==> config.mk <==
export PLATFORM = sky130hd
export DESIGN_NAME = tgw_top
export DESIGN_NICKNAME = d
export VERILOG_FILES = /design/src/tgw_pkg.sv /design/src/tgw_top.sv
export SDC_FILE = /design/constraint.sdc
export NUM_CORES = 1
export LEC_CHECK = 0
export BUFFER_PORTS_ARGS = -buffer_cell sky130_fd_sc_hd__buf_2
export CORE_MARGIN = 4
export CORE_UTILIZATION = 57
export CTS_CLUSTER_DIAMETER = 50
export DETAILED_ROUTE_END_ITERATION = 12
export PLACE_DENSITY = 0.76
export SETUP_SLACK_MARGIN = 0.4
export SLEW_MARGIN = 5
export SYNTH_ARGS = -nofsm -noshare
export SYNTH_HDL_FRONTEND = slang
export SYNTH_SLANG_ARGS = --single-unit
==> constraint.sdc <==
create_clock -name CORE_CLK -period 5.7 [get_ports CORE_CLK]
set_clock_uncertainty 0.1 [all_clocks]
set_input_delay 1.14 -clock CORE_CLK [delete_from_list [all_inputs] [get_ports CORE_CLK]]
set_output_delay 1.14 -clock CORE_CLK [all_outputs]
set_load 0.02 [all_outputs]
==> src/tgw_pkg.sv <==
// Constants and types shared by the tape gap watch and write sequencer
package tgw_pkg;

	// ----------------------------------------------------------------
	// Timing
	// ----------------------------------------------------------------
	localparam int unsigned CLK_PERIOD_NS   = 40;
	localparam int unsigned GAP_PASS_NS     = 200;
	localparam int unsigned GAP_PASS_CYC    = (GAP_PASS_NS + CLK_PERIOD_NS - 1) / CLK_PERIOD_NS;
	localparam int unsigned BIT_TIMER_NS    = 20000;
	localparam int unsigned BIT_TIMER_CYC   = BIT_TIMER_NS / CLK_PERIOD_NS;

	// ----------------------------------------------------------------
	// Register byte addresses
	// ----------------------------------------------------------------
	localparam logic [7:0] ADR_CTRL      = 8'h00;
	localparam logic [7:0] ADR_CMD_STAT  = 8'h04;
	localparam logic [7:0] ADR_GAP_LIMIT = 8'h08;
	localparam logic [7:0] ADR_TIMER_PER = 8'h0C;
	localparam logic [7:0] ADR_SEQ_CMD   = 8'h10;
	localparam logic [7:0] ADR_WR_STORE  = 8'h14;
	localparam logic [7:0] ADR_STATUS    = 8'h18;
	localparam logic [7:0] ADR_GAP_COUNT = 8'h1C;
	localparam logic [7:0] ADR_STAT_CLR  = 8'h20;

	// ----------------------------------------------------------------
	// Field positions
	// ----------------------------------------------------------------
	localparam int unsigned CTRL_WR_ACT  = 0;
	localparam int unsigned CTRL_GAP_GO  = 1;
	localparam int unsigned CTRL_ERR_EN  = 2;
	localparam int unsigned CLR_STOPPED  = 0;
	localparam int unsigned CLR_ABORTED  = 1;
	localparam int unsigned CLR_SIND     = 2;

	// ----------------------------------------------------------------
	// Values
	// ----------------------------------------------------------------
	localparam logic [7:0]  GAP_LIMIT_RST = 8'h09;
	localparam logic [7:0]  SEARCH_EOT    = 8'hAA;
	localparam logic [7:0]  FMS_MASK      = 8'h0B;
	localparam logic [7:0]  FMS_MATCH     = 8'h05;
	localparam logic [7:0]  ZPH_DATA      = 8'h00;
	localparam logic [7:0]  ZPH_PARITY    = 8'h00;
	localparam logic [7:0]  ZDT_DATA      = 8'hFF;
	localparam logic [7:0]  ZDT_PARITY    = 8'h02;
	localparam logic [7:0]  ONES_BYTE     = 8'h00;
	localparam logic [15:0] TIMER_PER_RST = 16'(BIT_TIMER_CYC);

	// Sequence opcodes in SEQ_CMD[2:0]
	localparam logic [2:0] OP_ONES      = 3'h1;
	localparam logic [2:0] OP_ONES_SKIP = 3'h2;
	localparam logic [2:0] OP_ZEROS     = 3'h3;
	localparam logic [2:0] OP_DATA      = 3'h4;

	typedef enum logic [3:0] {
		ST_IDLE,
		ST_ODLY1,
		ST_OLOAD,
		ST_ODLY2,
		ST_ZPH,
		ST_ZW1,
		ST_ZDAT,
		ST_ZW2,
		ST_DWAIT,
		ST_DLD
	} tgw_seq_e;

endpackage

==> src/tgw_top.sv <==
// Gap-length watchdog, search indicator and write sequences of a tape formatter
//
// Added by the designer: the placing of the registers and the Wishbone interface to the registers.
`timescale 1ns/1ns
module tgw_top
	import tgw_pkg::*;
#(
	parameter int unsigned PASS_CYC = GAP_PASS_CYC
) (
	input  wire logic        CORE_CLK,
	input  wire logic        RST_N,
	input  wire logic        WB_CYC_I,
	input  wire logic        WB_STB_I,
	input  wire logic        WB_WE_I,
	input  wire logic [7:0]  WB_ADR_I,
	input  wire logic [3:0]  WB_SEL_I,
	input  wire logic [31:0] WB_DAT_I,
	output logic             WB_ACK_O,
	output logic      [31:0] WB_DAT_O,
	input  wire logic        FORMATTER_BUSY,
	input  wire logic        EOT_MARK,
	input  wire logic        DATA_DETECTED,
	input  wire logic        TRANSPORT_WRITE_STROBE,
	output logic      [7:0]  WR_DATA,
	output logic      [7:0]  WR_PARITY,
	output logic             WR_LOAD,
	output logic             TAPE_STOP,
	output logic             ERR_DETECT_EN,
	output logic             SEQ_BUSY,
	output logic             TIMER_LATCH
);

	if (PASS_CYC < 1 || PASS_CYC > 256) begin : g_bad_pass
		$error("PASS_CYC must lie in 1..256");
	end

	// ----------------------------------------------------------------
	// Reset release
	// ----------------------------------------------------------------
	logic rst_meta_r;
	logic rst_n_sync;

	always_ff @(posedge CORE_CLK or negedge RST_N) begin
		if (!RST_N) begin
			rst_meta_r <= 1'b0;
			rst_n_sync <= 1'b0;
		end else begin
			rst_meta_r <= 1'b1;
			rst_n_sync <= rst_meta_r;
		end
	end

	// ----------------------------------------------------------------
	// State
	// ----------------------------------------------------------------
	typedef struct packed {
		logic        ack;
		logic [31:0] rdat;
		logic        wr_act;
		logic        gap_run;
		logic [7:0]  cmd_stat;
		logic [7:0]  gap_lim;
		logic [15:0] tper;
		logic [15:0] tcnt;
		logic        tlatch;
		logic [7:0]  wd;
		logic [7:0]  wp;
		logic [7:0]  sind;
		logic        stopped;
		logic        aborted;
		logic [7:0]  pcnt;
		logic [7:0]  g_lo;
		logic [7:0]  g_mid;
		logic [7:0]  g_hi;
		tgw_seq_e    st;
		logic [7:0]  rpt;
		logic [7:0]  wr_data;
		logic [7:0]  wr_par;
		logic        wr_load;
		logic        pend;
		logic        err_en;
		logic        tape_stop;
	} tgw_state_s;

	tgw_state_s q_r;
	tgw_state_s q_nxt;

	function automatic logic [31:0] lane_merge(input logic [31:0] old_v, input logic [31:0] new_v,
		input logic [3:0] sel);
		logic [31:0] res;
		res = old_v;
		for (int i = 0; i < 4; i++) begin
			if (sel[i]) begin
				res[8*i +: 8] = new_v[8*i +: 8];
			end
		end
		return res;
	endfunction

	// Helper terms; pass_tick, fms_abort and gap_start are also watched by the checks below
	logic pass_tick;
	logic fms_abort;
	logic dly_ok;
	logic wb_wr;
	logic gap_start;

	assign pass_tick = q_r.gap_run && (q_r.pcnt == 8'(PASS_CYC - 1));
	assign fms_abort = (q_r.sind == SEARCH_EOT) && ((q_r.cmd_stat & FMS_MASK) == FMS_MATCH)
		&& !DATA_DETECTED;
	// A delay ends on the latch, but not while a loaded byte still awaits its strobe
	assign dly_ok    = q_r.tlatch && !(q_r.wr_act && q_r.pend);
	assign wb_wr     = WB_CYC_I && WB_STB_I && WB_WE_I && q_r.ack;
	assign gap_start = wb_wr && (WB_ADR_I == ADR_CTRL) && WB_SEL_I[0] && WB_DAT_I[CTRL_GAP_GO]
		&& !FORMATTER_BUSY && !q_r.gap_run;

	always_comb begin
		tgw_state_s n;
		logic [31:0] merged;
		logic        clr_latch;
		logic        do_load;
		logic        stop_now;
		logic        ld_sel;
		logic [7:0]  lo_inc;
		logic [7:0]  mid_inc;
		logic [7:0]  hi_inc;
		n         = q_r;
		merged    = 32'h0000_0000;
		clr_latch = 1'b0;
		do_load   = 1'b0;
		stop_now  = 1'b0;
		ld_sel    = 1'b0;
		lo_inc    = q_r.g_lo + 8'h01;
		mid_inc   = q_r.g_mid + 8'h01;
		hi_inc    = q_r.g_hi + 8'h01;
		n.wr_load   = 1'b0;
		n.tape_stop = 1'b0;

		// ------------------------------------------------------------
		// Wishbone slave: one wait state, ack for one cycle
		// ------------------------------------------------------------
		n.ack = WB_CYC_I && WB_STB_I && !q_r.ack;
		if (WB_CYC_I && WB_STB_I && !q_r.ack) begin
			unique case (WB_ADR_I)
				ADR_CTRL:      n.rdat = {29'h0000_0000, q_r.err_en, q_r.gap_run, q_r.wr_act};
				ADR_CMD_STAT:  n.rdat = {24'h00_0000, q_r.cmd_stat};
				ADR_GAP_LIMIT: n.rdat = {24'h00_0000, q_r.gap_lim};
				ADR_TIMER_PER: n.rdat = {16'h0000, q_r.tper};
				ADR_SEQ_CMD:   n.rdat = {16'h0000, q_r.rpt, 4'h0, q_r.st};
				ADR_WR_STORE:  n.rdat = {16'h0000, q_r.wp, q_r.wd};
				ADR_STATUS:    n.rdat = {16'h0000, q_r.sind, 3'h0, q_r.pend, q_r.tlatch,
					q_r.aborted, q_r.stopped, q_r.st != ST_IDLE};
				ADR_GAP_COUNT: n.rdat = {8'h00, q_r.g_hi, q_r.g_mid, q_r.g_lo};
				default:       n.rdat = 32'h0000_0000;
			endcase
		end
		if (wb_wr) begin
			unique case (WB_ADR_I)
				ADR_CTRL: begin
					if (WB_SEL_I[0]) begin
						n.wr_act = WB_DAT_I[CTRL_WR_ACT];
						n.err_en = WB_DAT_I[CTRL_ERR_EN];
					end
				end
				ADR_CMD_STAT: begin
					merged     = lane_merge({24'h00_0000, q_r.cmd_stat}, WB_DAT_I, WB_SEL_I);
					n.cmd_stat = merged[7:0];
				end
				ADR_GAP_LIMIT: begin
					merged    = lane_merge({24'h00_0000, q_r.gap_lim}, WB_DAT_I, WB_SEL_I);
					n.gap_lim = merged[7:0];
				end
				ADR_TIMER_PER: begin
					merged = lane_merge({16'h0000, q_r.tper}, WB_DAT_I, WB_SEL_I);
					n.tper = merged[15:0];
				end
				ADR_WR_STORE: begin
					merged = lane_merge({16'h0000, q_r.wp, q_r.wd}, WB_DAT_I, WB_SEL_I);
					n.wd   = merged[7:0];
					n.wp   = merged[15:8];
				end
				ADR_SEQ_CMD: begin
					// Ignored while a sequence runs
					if (q_r.st == ST_IDLE && WB_SEL_I[0] && WB_SEL_I[1]) begin
						n.rpt = WB_DAT_I[15:8];
						unique case (WB_DAT_I[2:0])
							OP_ONES:      n.st = ST_ODLY1;
							OP_ONES_SKIP: n.st = ST_OLOAD;
							OP_ZEROS:     n.st = ST_ZPH;
							OP_DATA:      n.st = ST_DWAIT;
							default:      n.st = ST_IDLE;
						endcase
					end
				end
				ADR_STAT_CLR: begin
					if (WB_SEL_I[0]) begin
						if (WB_DAT_I[CLR_STOPPED]) begin
							n.stopped = 1'b0;
						end
						if (WB_DAT_I[CLR_ABORTED]) begin
							n.aborted = 1'b0;
						end
						if (WB_DAT_I[CLR_SIND]) begin
							n.sind = 8'h00;
						end
					end
				end
				default: begin
				end
			endcase
		end

		// ------------------------------------------------------------
		// Search indicator; EOT wins over a software clear
		// ------------------------------------------------------------
		if (EOT_MARK) begin
			n.sind = SEARCH_EOT;
		end

		// ------------------------------------------------------------
		// Gap watchdog: counts fixed-length passes, so a stalled tape
		// still times out
		// ------------------------------------------------------------
		if (gap_start) begin
			n.gap_run = 1'b1;
			n.pcnt    = 8'h00;
			n.g_lo    = 8'h00;
			n.g_mid   = 8'h00;
			n.g_hi    = 8'h00;
		end else if (q_r.gap_run) begin
			n.pcnt = pass_tick ? 8'h00 : q_r.pcnt + 8'h01;
			if (pass_tick) begin
				if (fms_abort) begin
					stop_now  = 1'b1;
					n.aborted = 1'b1;
				end else begin
					n.g_lo = lo_inc;
					if (lo_inc == 8'h00) begin
						n.g_mid = mid_inc;
						if (mid_inc == 8'h00) begin
							n.g_hi = hi_inc;
							if (hi_inc == q_r.gap_lim) begin
								stop_now  = 1'b1;
								n.stopped = 1'b1;
							end
						end
					end
				end
			end
		end
		if (stop_now) begin
			n.tape_stop = 1'b1;
			n.gap_run   = 1'b0;
		end

		// ------------------------------------------------------------
		// Write sequencer
		// ------------------------------------------------------------
		unique case (q_r.st)
			ST_IDLE: begin
			end
			ST_ODLY1: begin
				if (dly_ok) begin
					clr_latch = 1'b1;
					n.st      = ST_OLOAD;
				end
			end
			ST_OLOAD: begin
				// Inverted polarity: a zero byte records ones
				n.wr_data = ONES_BYTE;
				n.wr_par  = ONES_BYTE;
				do_load   = 1'b1;
				n.st      = ST_ODLY2;
			end
			ST_ODLY2: begin
				if (dly_ok) begin
					clr_latch = 1'b1;
					n.rpt     = q_r.rpt - 8'h01;
					n.st      = (q_r.rpt == 8'h01) ? ST_IDLE : ST_OLOAD;
				end
			end
			ST_ZPH: begin
				n.wr_data = ZPH_DATA;
				n.wr_par  = ZPH_PARITY;
				do_load   = 1'b1;
				clr_latch = 1'b1;
				n.st      = ST_ZW1;
			end
			ST_ZW1: begin
				if (dly_ok) begin
					n.st = ST_ZDAT;
				end
			end
			ST_ZDAT: begin
				n.wr_data = ZDT_DATA;
				n.wr_par  = ZDT_PARITY;
				do_load   = 1'b1;
				clr_latch = 1'b1;
				n.st      = ST_ZW2;
			end
			ST_ZW2: begin
				if (dly_ok) begin
					n.rpt = q_r.rpt - 8'h01;
					n.st  = (q_r.rpt == 8'h01) ? ST_IDLE : ST_ZPH;
				end
			end
			ST_DWAIT: begin
				if (dly_ok) begin
					n.st = ST_DLD;
				end
			end
			ST_DLD: begin
				n.wr_data = ~q_r.wd;
				n.wr_par  = ~q_r.wp;
				do_load   = 1'b1;
				clr_latch = 1'b1;
				n.st      = ST_IDLE;
			end
			default: n.st = ST_IDLE;
		endcase

		if ((q_r.st == ST_ZPH || q_r.st == ST_ZW1 || q_r.st == ST_ZDAT || q_r.st == ST_ZW2)
			&& DATA_DETECTED) begin
			n.err_en = 1'b1;
		end

		// With writes off WR_LOAD stays low while WR_DATA and WR_PARITY still change, so the sequence is only a delay
		ld_sel    = do_load && q_r.wr_act;
		n.wr_load = ld_sel;
		if (ld_sel) begin
			n.pend = 1'b1;
		end else if (TRANSPORT_WRITE_STROBE) begin
			n.pend = 1'b0;
		end

		// ------------------------------------------------------------
		// Bit-period timer; a set wins over a clear in the same cycle
		// ------------------------------------------------------------
		if ({1'b0, q_r.tcnt} + 17'h0_0001 >= {1'b0, q_r.tper}) begin
			n.tcnt   = 16'h0000;
			n.tlatch = 1'b1;
		end else begin
			n.tcnt   = q_r.tcnt + 16'h0001;
			n.tlatch = q_r.tlatch && !clr_latch;
		end

		q_nxt = n;
	end

	always_ff @(posedge CORE_CLK or negedge rst_n_sync) begin
		if (!rst_n_sync) begin
			q_r         <= '0;
			q_r.st      <= ST_IDLE;
			q_r.gap_lim <= GAP_LIMIT_RST;
			q_r.tper    <= TIMER_PER_RST;
		end else begin
			q_r <= q_nxt;
		end
	end

	assign WB_ACK_O      = q_r.ack;
	assign WB_DAT_O      = q_r.rdat;
	assign WR_DATA       = q_r.wr_data;
	assign WR_PARITY     = q_r.wr_par;
	assign WR_LOAD       = q_r.wr_load;
	assign TAPE_STOP     = q_r.tape_stop;
	assign ERR_DETECT_EN = q_r.err_en;
	assign SEQ_BUSY      = q_r.st != ST_IDLE;
	assign TIMER_LATCH   = q_r.tlatch;
endmodule

==> impl_table.tex <==
\begin{tabular}{lr}
\hline
Metric & Value \\
\hline
\multicolumn{2}{l}{\textbf{Global routing}} \\
\quad Number of global-route vias before repair & 6835 \\
\quad Global-route wire length before repair & 36.1 mm \\
\quad Largest net degree at the start of global routing & 59 \\
\quad Number of antenna violations at the first check in global routing & 2 \\
\quad Total grt overflow & 0 \\
\quad GRT Total Usage & 25.4\% \\
\multicolumn{2}{l}{\textbf{Timing}} \\
\quad Number of max-slew violations in the final report & 0 \\
\quad Final clock period utilization by the worst path & 64.2\% \\
\quad Post-Route Setup TNS & 0 ns \\
\quad Final Hold Vio Count & 0 \\
\quad Setup repair after global routing missed its margin & no \\
\quad Actual slew at the worst max-slew pin & 1.19 ns \\
\quad Max frequency & 273 MHz \\
\quad Post-route minimum period & 3.66 ns \\
\quad Headroom to the max-slew limit & 20.1\% \\
\quad Final-report setup violation count & 0 \\
\multicolumn{2}{l}{\textbf{Critical path}} \\
\quad Setup slack of the most critical reg-to-reg path & 2.06 ns \\
\quad Maximum fanout count along the critical path & 12 \\
\quad Launching element type of the critical path & primary input \\
\quad CP endpoint kind & flop \\
\quad Data required time at the worst endpoint & 5.91 ns \\
\quad Type of the worst setup path & primary input to flop \\
\quad Critical Path AT & 3.87 ns \\
\multicolumn{2}{l}{\textbf{CTS}} \\
\quad Post-CTS Setup Inserts & 0 \\
\quad Clk buf depth & 2 \\
\quad Resized Gates After CTS & 0 \\
\quad CTS tree & built \\
\quad Clock latency of the later-clocked register in the worst-skew pair & 0.43 ns \\
\quad H-Tree Level Count & 4 \\
\quad Clock slew at reported path FFs & 0.07 ns \\
\quad TritonCTS Buffers & 17 \\
\quad Num Clock Sinks & 160 \\
\quad Total of hold buffers inserted after clock tree synthesis & 0 \\
\quad Root Driver & clkbuf\_16 \\
\multicolumn{2}{l}{\textbf{Final layout}} \\
\quad Fraction of layout cells with a size suffix above 1 & 17.7\% \\
\quad Area Growth Syn to Fin & 8.25\% \\
\quad Count of non-filler cells in the finished layout & 1193 \\
\quad Final net count & 1046 \\
\quad Count of fill cells added during filler insertion & 1278 \\
\multicolumn{2}{l}{\textbf{Route}} \\
\quad Vias/cell & 6.13 \\
\quad Wire length after detailed routing & 22.6 mm \\
\quad Violation count after the first detailed-route iteration & 835 \\
\quad DR DRC count & 0 \\
\quad Total number of vias & 7319 \\
\quad Detailed-router iteration count before antenna repair & 6 \\
\quad Number of nets with antenna violations after detailed routing & 0 \\
\quad Average wire length per cell after detail routing & 18.9 um \\
\multicolumn{2}{l}{\textbf{Power}} \\
\quad Ratio of total power to cell area & 274 nW/um\^{}2 \\
\quad Sequential cell fraction of total power & 45.3\% \\
\quad Leak Pwr & 0.00468 uW \\
\quad IR Drop Worst-Case VDD & 0.245 mV \\
\quad Internal Pwr Total & 1920 uW \\
\quad Sw frac & 28.5\% \\
\quad Comb pwr share & 12.3\% \\
\quad Clock Power Share & 42.4\% \\
\quad NetSw & 766 uW \\
\multicolumn{2}{l}{\textbf{Yosys}} \\
\quad Number of register bits inferred by synthesis & 160 \\
\quad Yosys synthesis warning count & 0 \\
\quad Top-area cell type share of the netlist area & 41.9\% \\
\quad Most area-consuming cells after synthesis & dfrtp\_1 (42\%), nand2\_1 (4.9\%), buf\_4 (4.1\%) \\
\quad Number of standard cells after synthesis & 951 \\
\quad Cell variety after synth & 84 \\
\quad Top flip-flop cell by instance count after synthesis & dfrtp\_1 \\
\quad Fraction of the yosys area taken by sequential cells & 44.2\% \\
\quad Cell taking the most area after synthesis & dfrtp\_1 \\
\quad Share of synthesized registers carrying an async set or reset & 100\% \\
\quad Number of enable-type register cells in the synthesized netlist & 0 \\
\quad Post-synthesis instance area & 9070 um\^{}2 \\
\quad Syn Area/Cell & 9.54 um\^{}2 \\
\multicolumn{2}{l}{\textbf{Place}} \\
\quad \# port buffers & 80 \\
\quad Number of cells in the design after placement & 1159 \\
\quad Estimated wirelength of the detail-placed design & 16.3 mm \\
\quad Placer congestion estimate & 0.938 \\
\multicolumn{2}{l}{\textbf{Die}} \\
\quad Number of rows in the core area & 45 \\
\quad Core Area & 15400 um\^{}2 \\
\quad X dimension of the die & 134 um \\
\quad Die H & 134 um \\
\quad Total Die Area & 18000 um\^{}2 \\
\quad I/O pin count & 107 \\
\quad Initial core utilization & 59.0\% \\
\multicolumn{2}{l}{\textbf{Flow run}} \\
\quad Number of violations of the max-capacitance limit & 0 \\
\multicolumn{2}{l}{\textbf{Run status}} \\
\quad Result of the run & complete, no violations \\
\multicolumn{2}{l}{\textbf{Hold path}} \\
\quad Class of the tightest hold or removal check & flop to asynchronous set/reset pin \\
\hline
\end{tabular}
-- worst max-delay path, cell delays in order --
cell and delay (ns):
buf_2 0.20, nor4_2 0.52, nand3_1 0.34, nor2_1 0.76, nand2_1 0.49, mux2_2 0.41
-- final cells by class --
cell class              count  area, um^2  area share (%)
diodes                      2        5.00          0.0510
clock buffers              18         429            4.37
clock inverters            14         155            1.58
inverters                  42         158            1.61
multi-input cells         663        4370            44.5
flip-flops and latches    160        4020            40.9
well taps                 211         264            2.69
repair buffers             83         423            4.31
-- registers in the layout, indices dropped and copies added, names as in the netlist --
name	cells
q_r	113
WB_DAT_O	24
WR_DATA	8
WR_PARITY	8
ERR_DETECT_EN	1
TAPE_STOP	1
TIMER_LATCH	1
WB_ACK_O	1
WR_LOAD	1
rst_meta_r	1
rst_n_sync	1
-- power by group through the flow --
stage               clock [uW]  sequential (uW)  combinational [uW]
global placement             0             1240                 313
finish                    1140             1220                 332
global route              1200             1220                 369
floorplan                    0             1220                 239
CTS                       1150             1220                 327
detailed placement           0             1240                 320
-- cells by family after synthesis --
group           after synthesis  share of synthesized area (%)
other cells                   2                         0.0828
flops                       160                           44.2
compound gates              198                           14.3
buf+inv                     135                           7.89
xor+xnor                     33                           3.19
fa+ha+maj                    26                           3.59
mux                          63                           7.81
simple gates                334                           18.9
-- routing by layer --
layer	vias to the layer above	share of wire (%)	global-route usage, %
met3	44	7.3	4.84
met1	3563	46	37.4
met4	0	2.8	8.54
li1	3384	-	-
met5	-	0	0
met2	328	44	38.0
-- placed cells by master (no fill, tap or decap), types with 18 or more instances in the layout --
cell type and instances:
a21oi_1 38, o21ai_0 59, buf_2 80, nand3_1 42, mux2_2 28, xnor2_1 18, mux2_1 24, nand2_1 119
nor3_1 27, dfrtp_1 151, ha_1 26, inv_1 40, nor2_1 54
-- metrics by stage --
| stage | hold slack [ns] | utilization, % | instance area (um^2) | total power, uW | worst slack [ns] |
|---|---|---|---|---|---|
| global placement | 0.237 | 60.1 | 9230 | 1550 | 1.71 |
| CTS | 0.263 | 63.9 | 9820 | 2700 | 2.07 |
| detailed placement | 0.236 | 60.1 | 9230 | 1560 | 1.67 |
| finish | 0.251 | 63.9 | 9820 | 2690 | 2.04 |
| floorplan | 0.231 | - | 9100 | 1460 | 0.826 |
| global route | 0.267 | 63.9 | 9820 | 2790 | 1.82 |
-- final timing paths --
check | startpoint | end | cells after the start
max | WB_ADR_I[4] | q_r[118]$_DFFE_PN0P_ | 6
min | rst_n_sync$_DFF_PN0_ | q_r[129]$_DFFE_PN0P_ | 0
max reg2reg | q_r[91]$_DFF_PN0_ | q_r[91]$_DFF_PN0_ | 11
min reg2reg | rst_n_sync$_DFF_PN0_ | q_r[129]$_DFFE_PN0P_ | 0
max in group asynchronous | rst_n_sync$_DFF_PN0_ | q_r[117]$_DFFE_PN0P_ | 1
min in group CORE_CLK | rst_meta_r$_DFF_PN0_ | rst_n_sync$_DFF_PN0_ | 0
-- cells in the mapped netlist (3+ instances only) --
cell type  number
a211o_1         5
a211oi_1        8
a21o_1         11
a21oi_1        38
a221oi_1       13
a22o_1          4
a311oi_1        3
a31oi_1         3
and2_1          5
and3_1         12
and4_1          3
buf_2          14
buf_4          49
clkbuf_1       27
dfrtp_1       152
dfstp_2         8
ha_1           26
inv_1          40
mux2_1         24
mux2_2         28
mux2i_1        10
nand2_1       119
nand2_2         4
nand3_1        42
nand4_1        14
nor2_1         54
nor2b_1         6
nor3_1         27
nor3b_1         6
nor4_1          7
nor4b_1         5
o21a_1          3
o21ai_0        59
o21ai_1         8
o221ai_1       10
o22ai_1         4
o32ai_1         3
or3_1           6
xnor2_1        18
xor2_1         15
(Power assumes the default switching activity.)
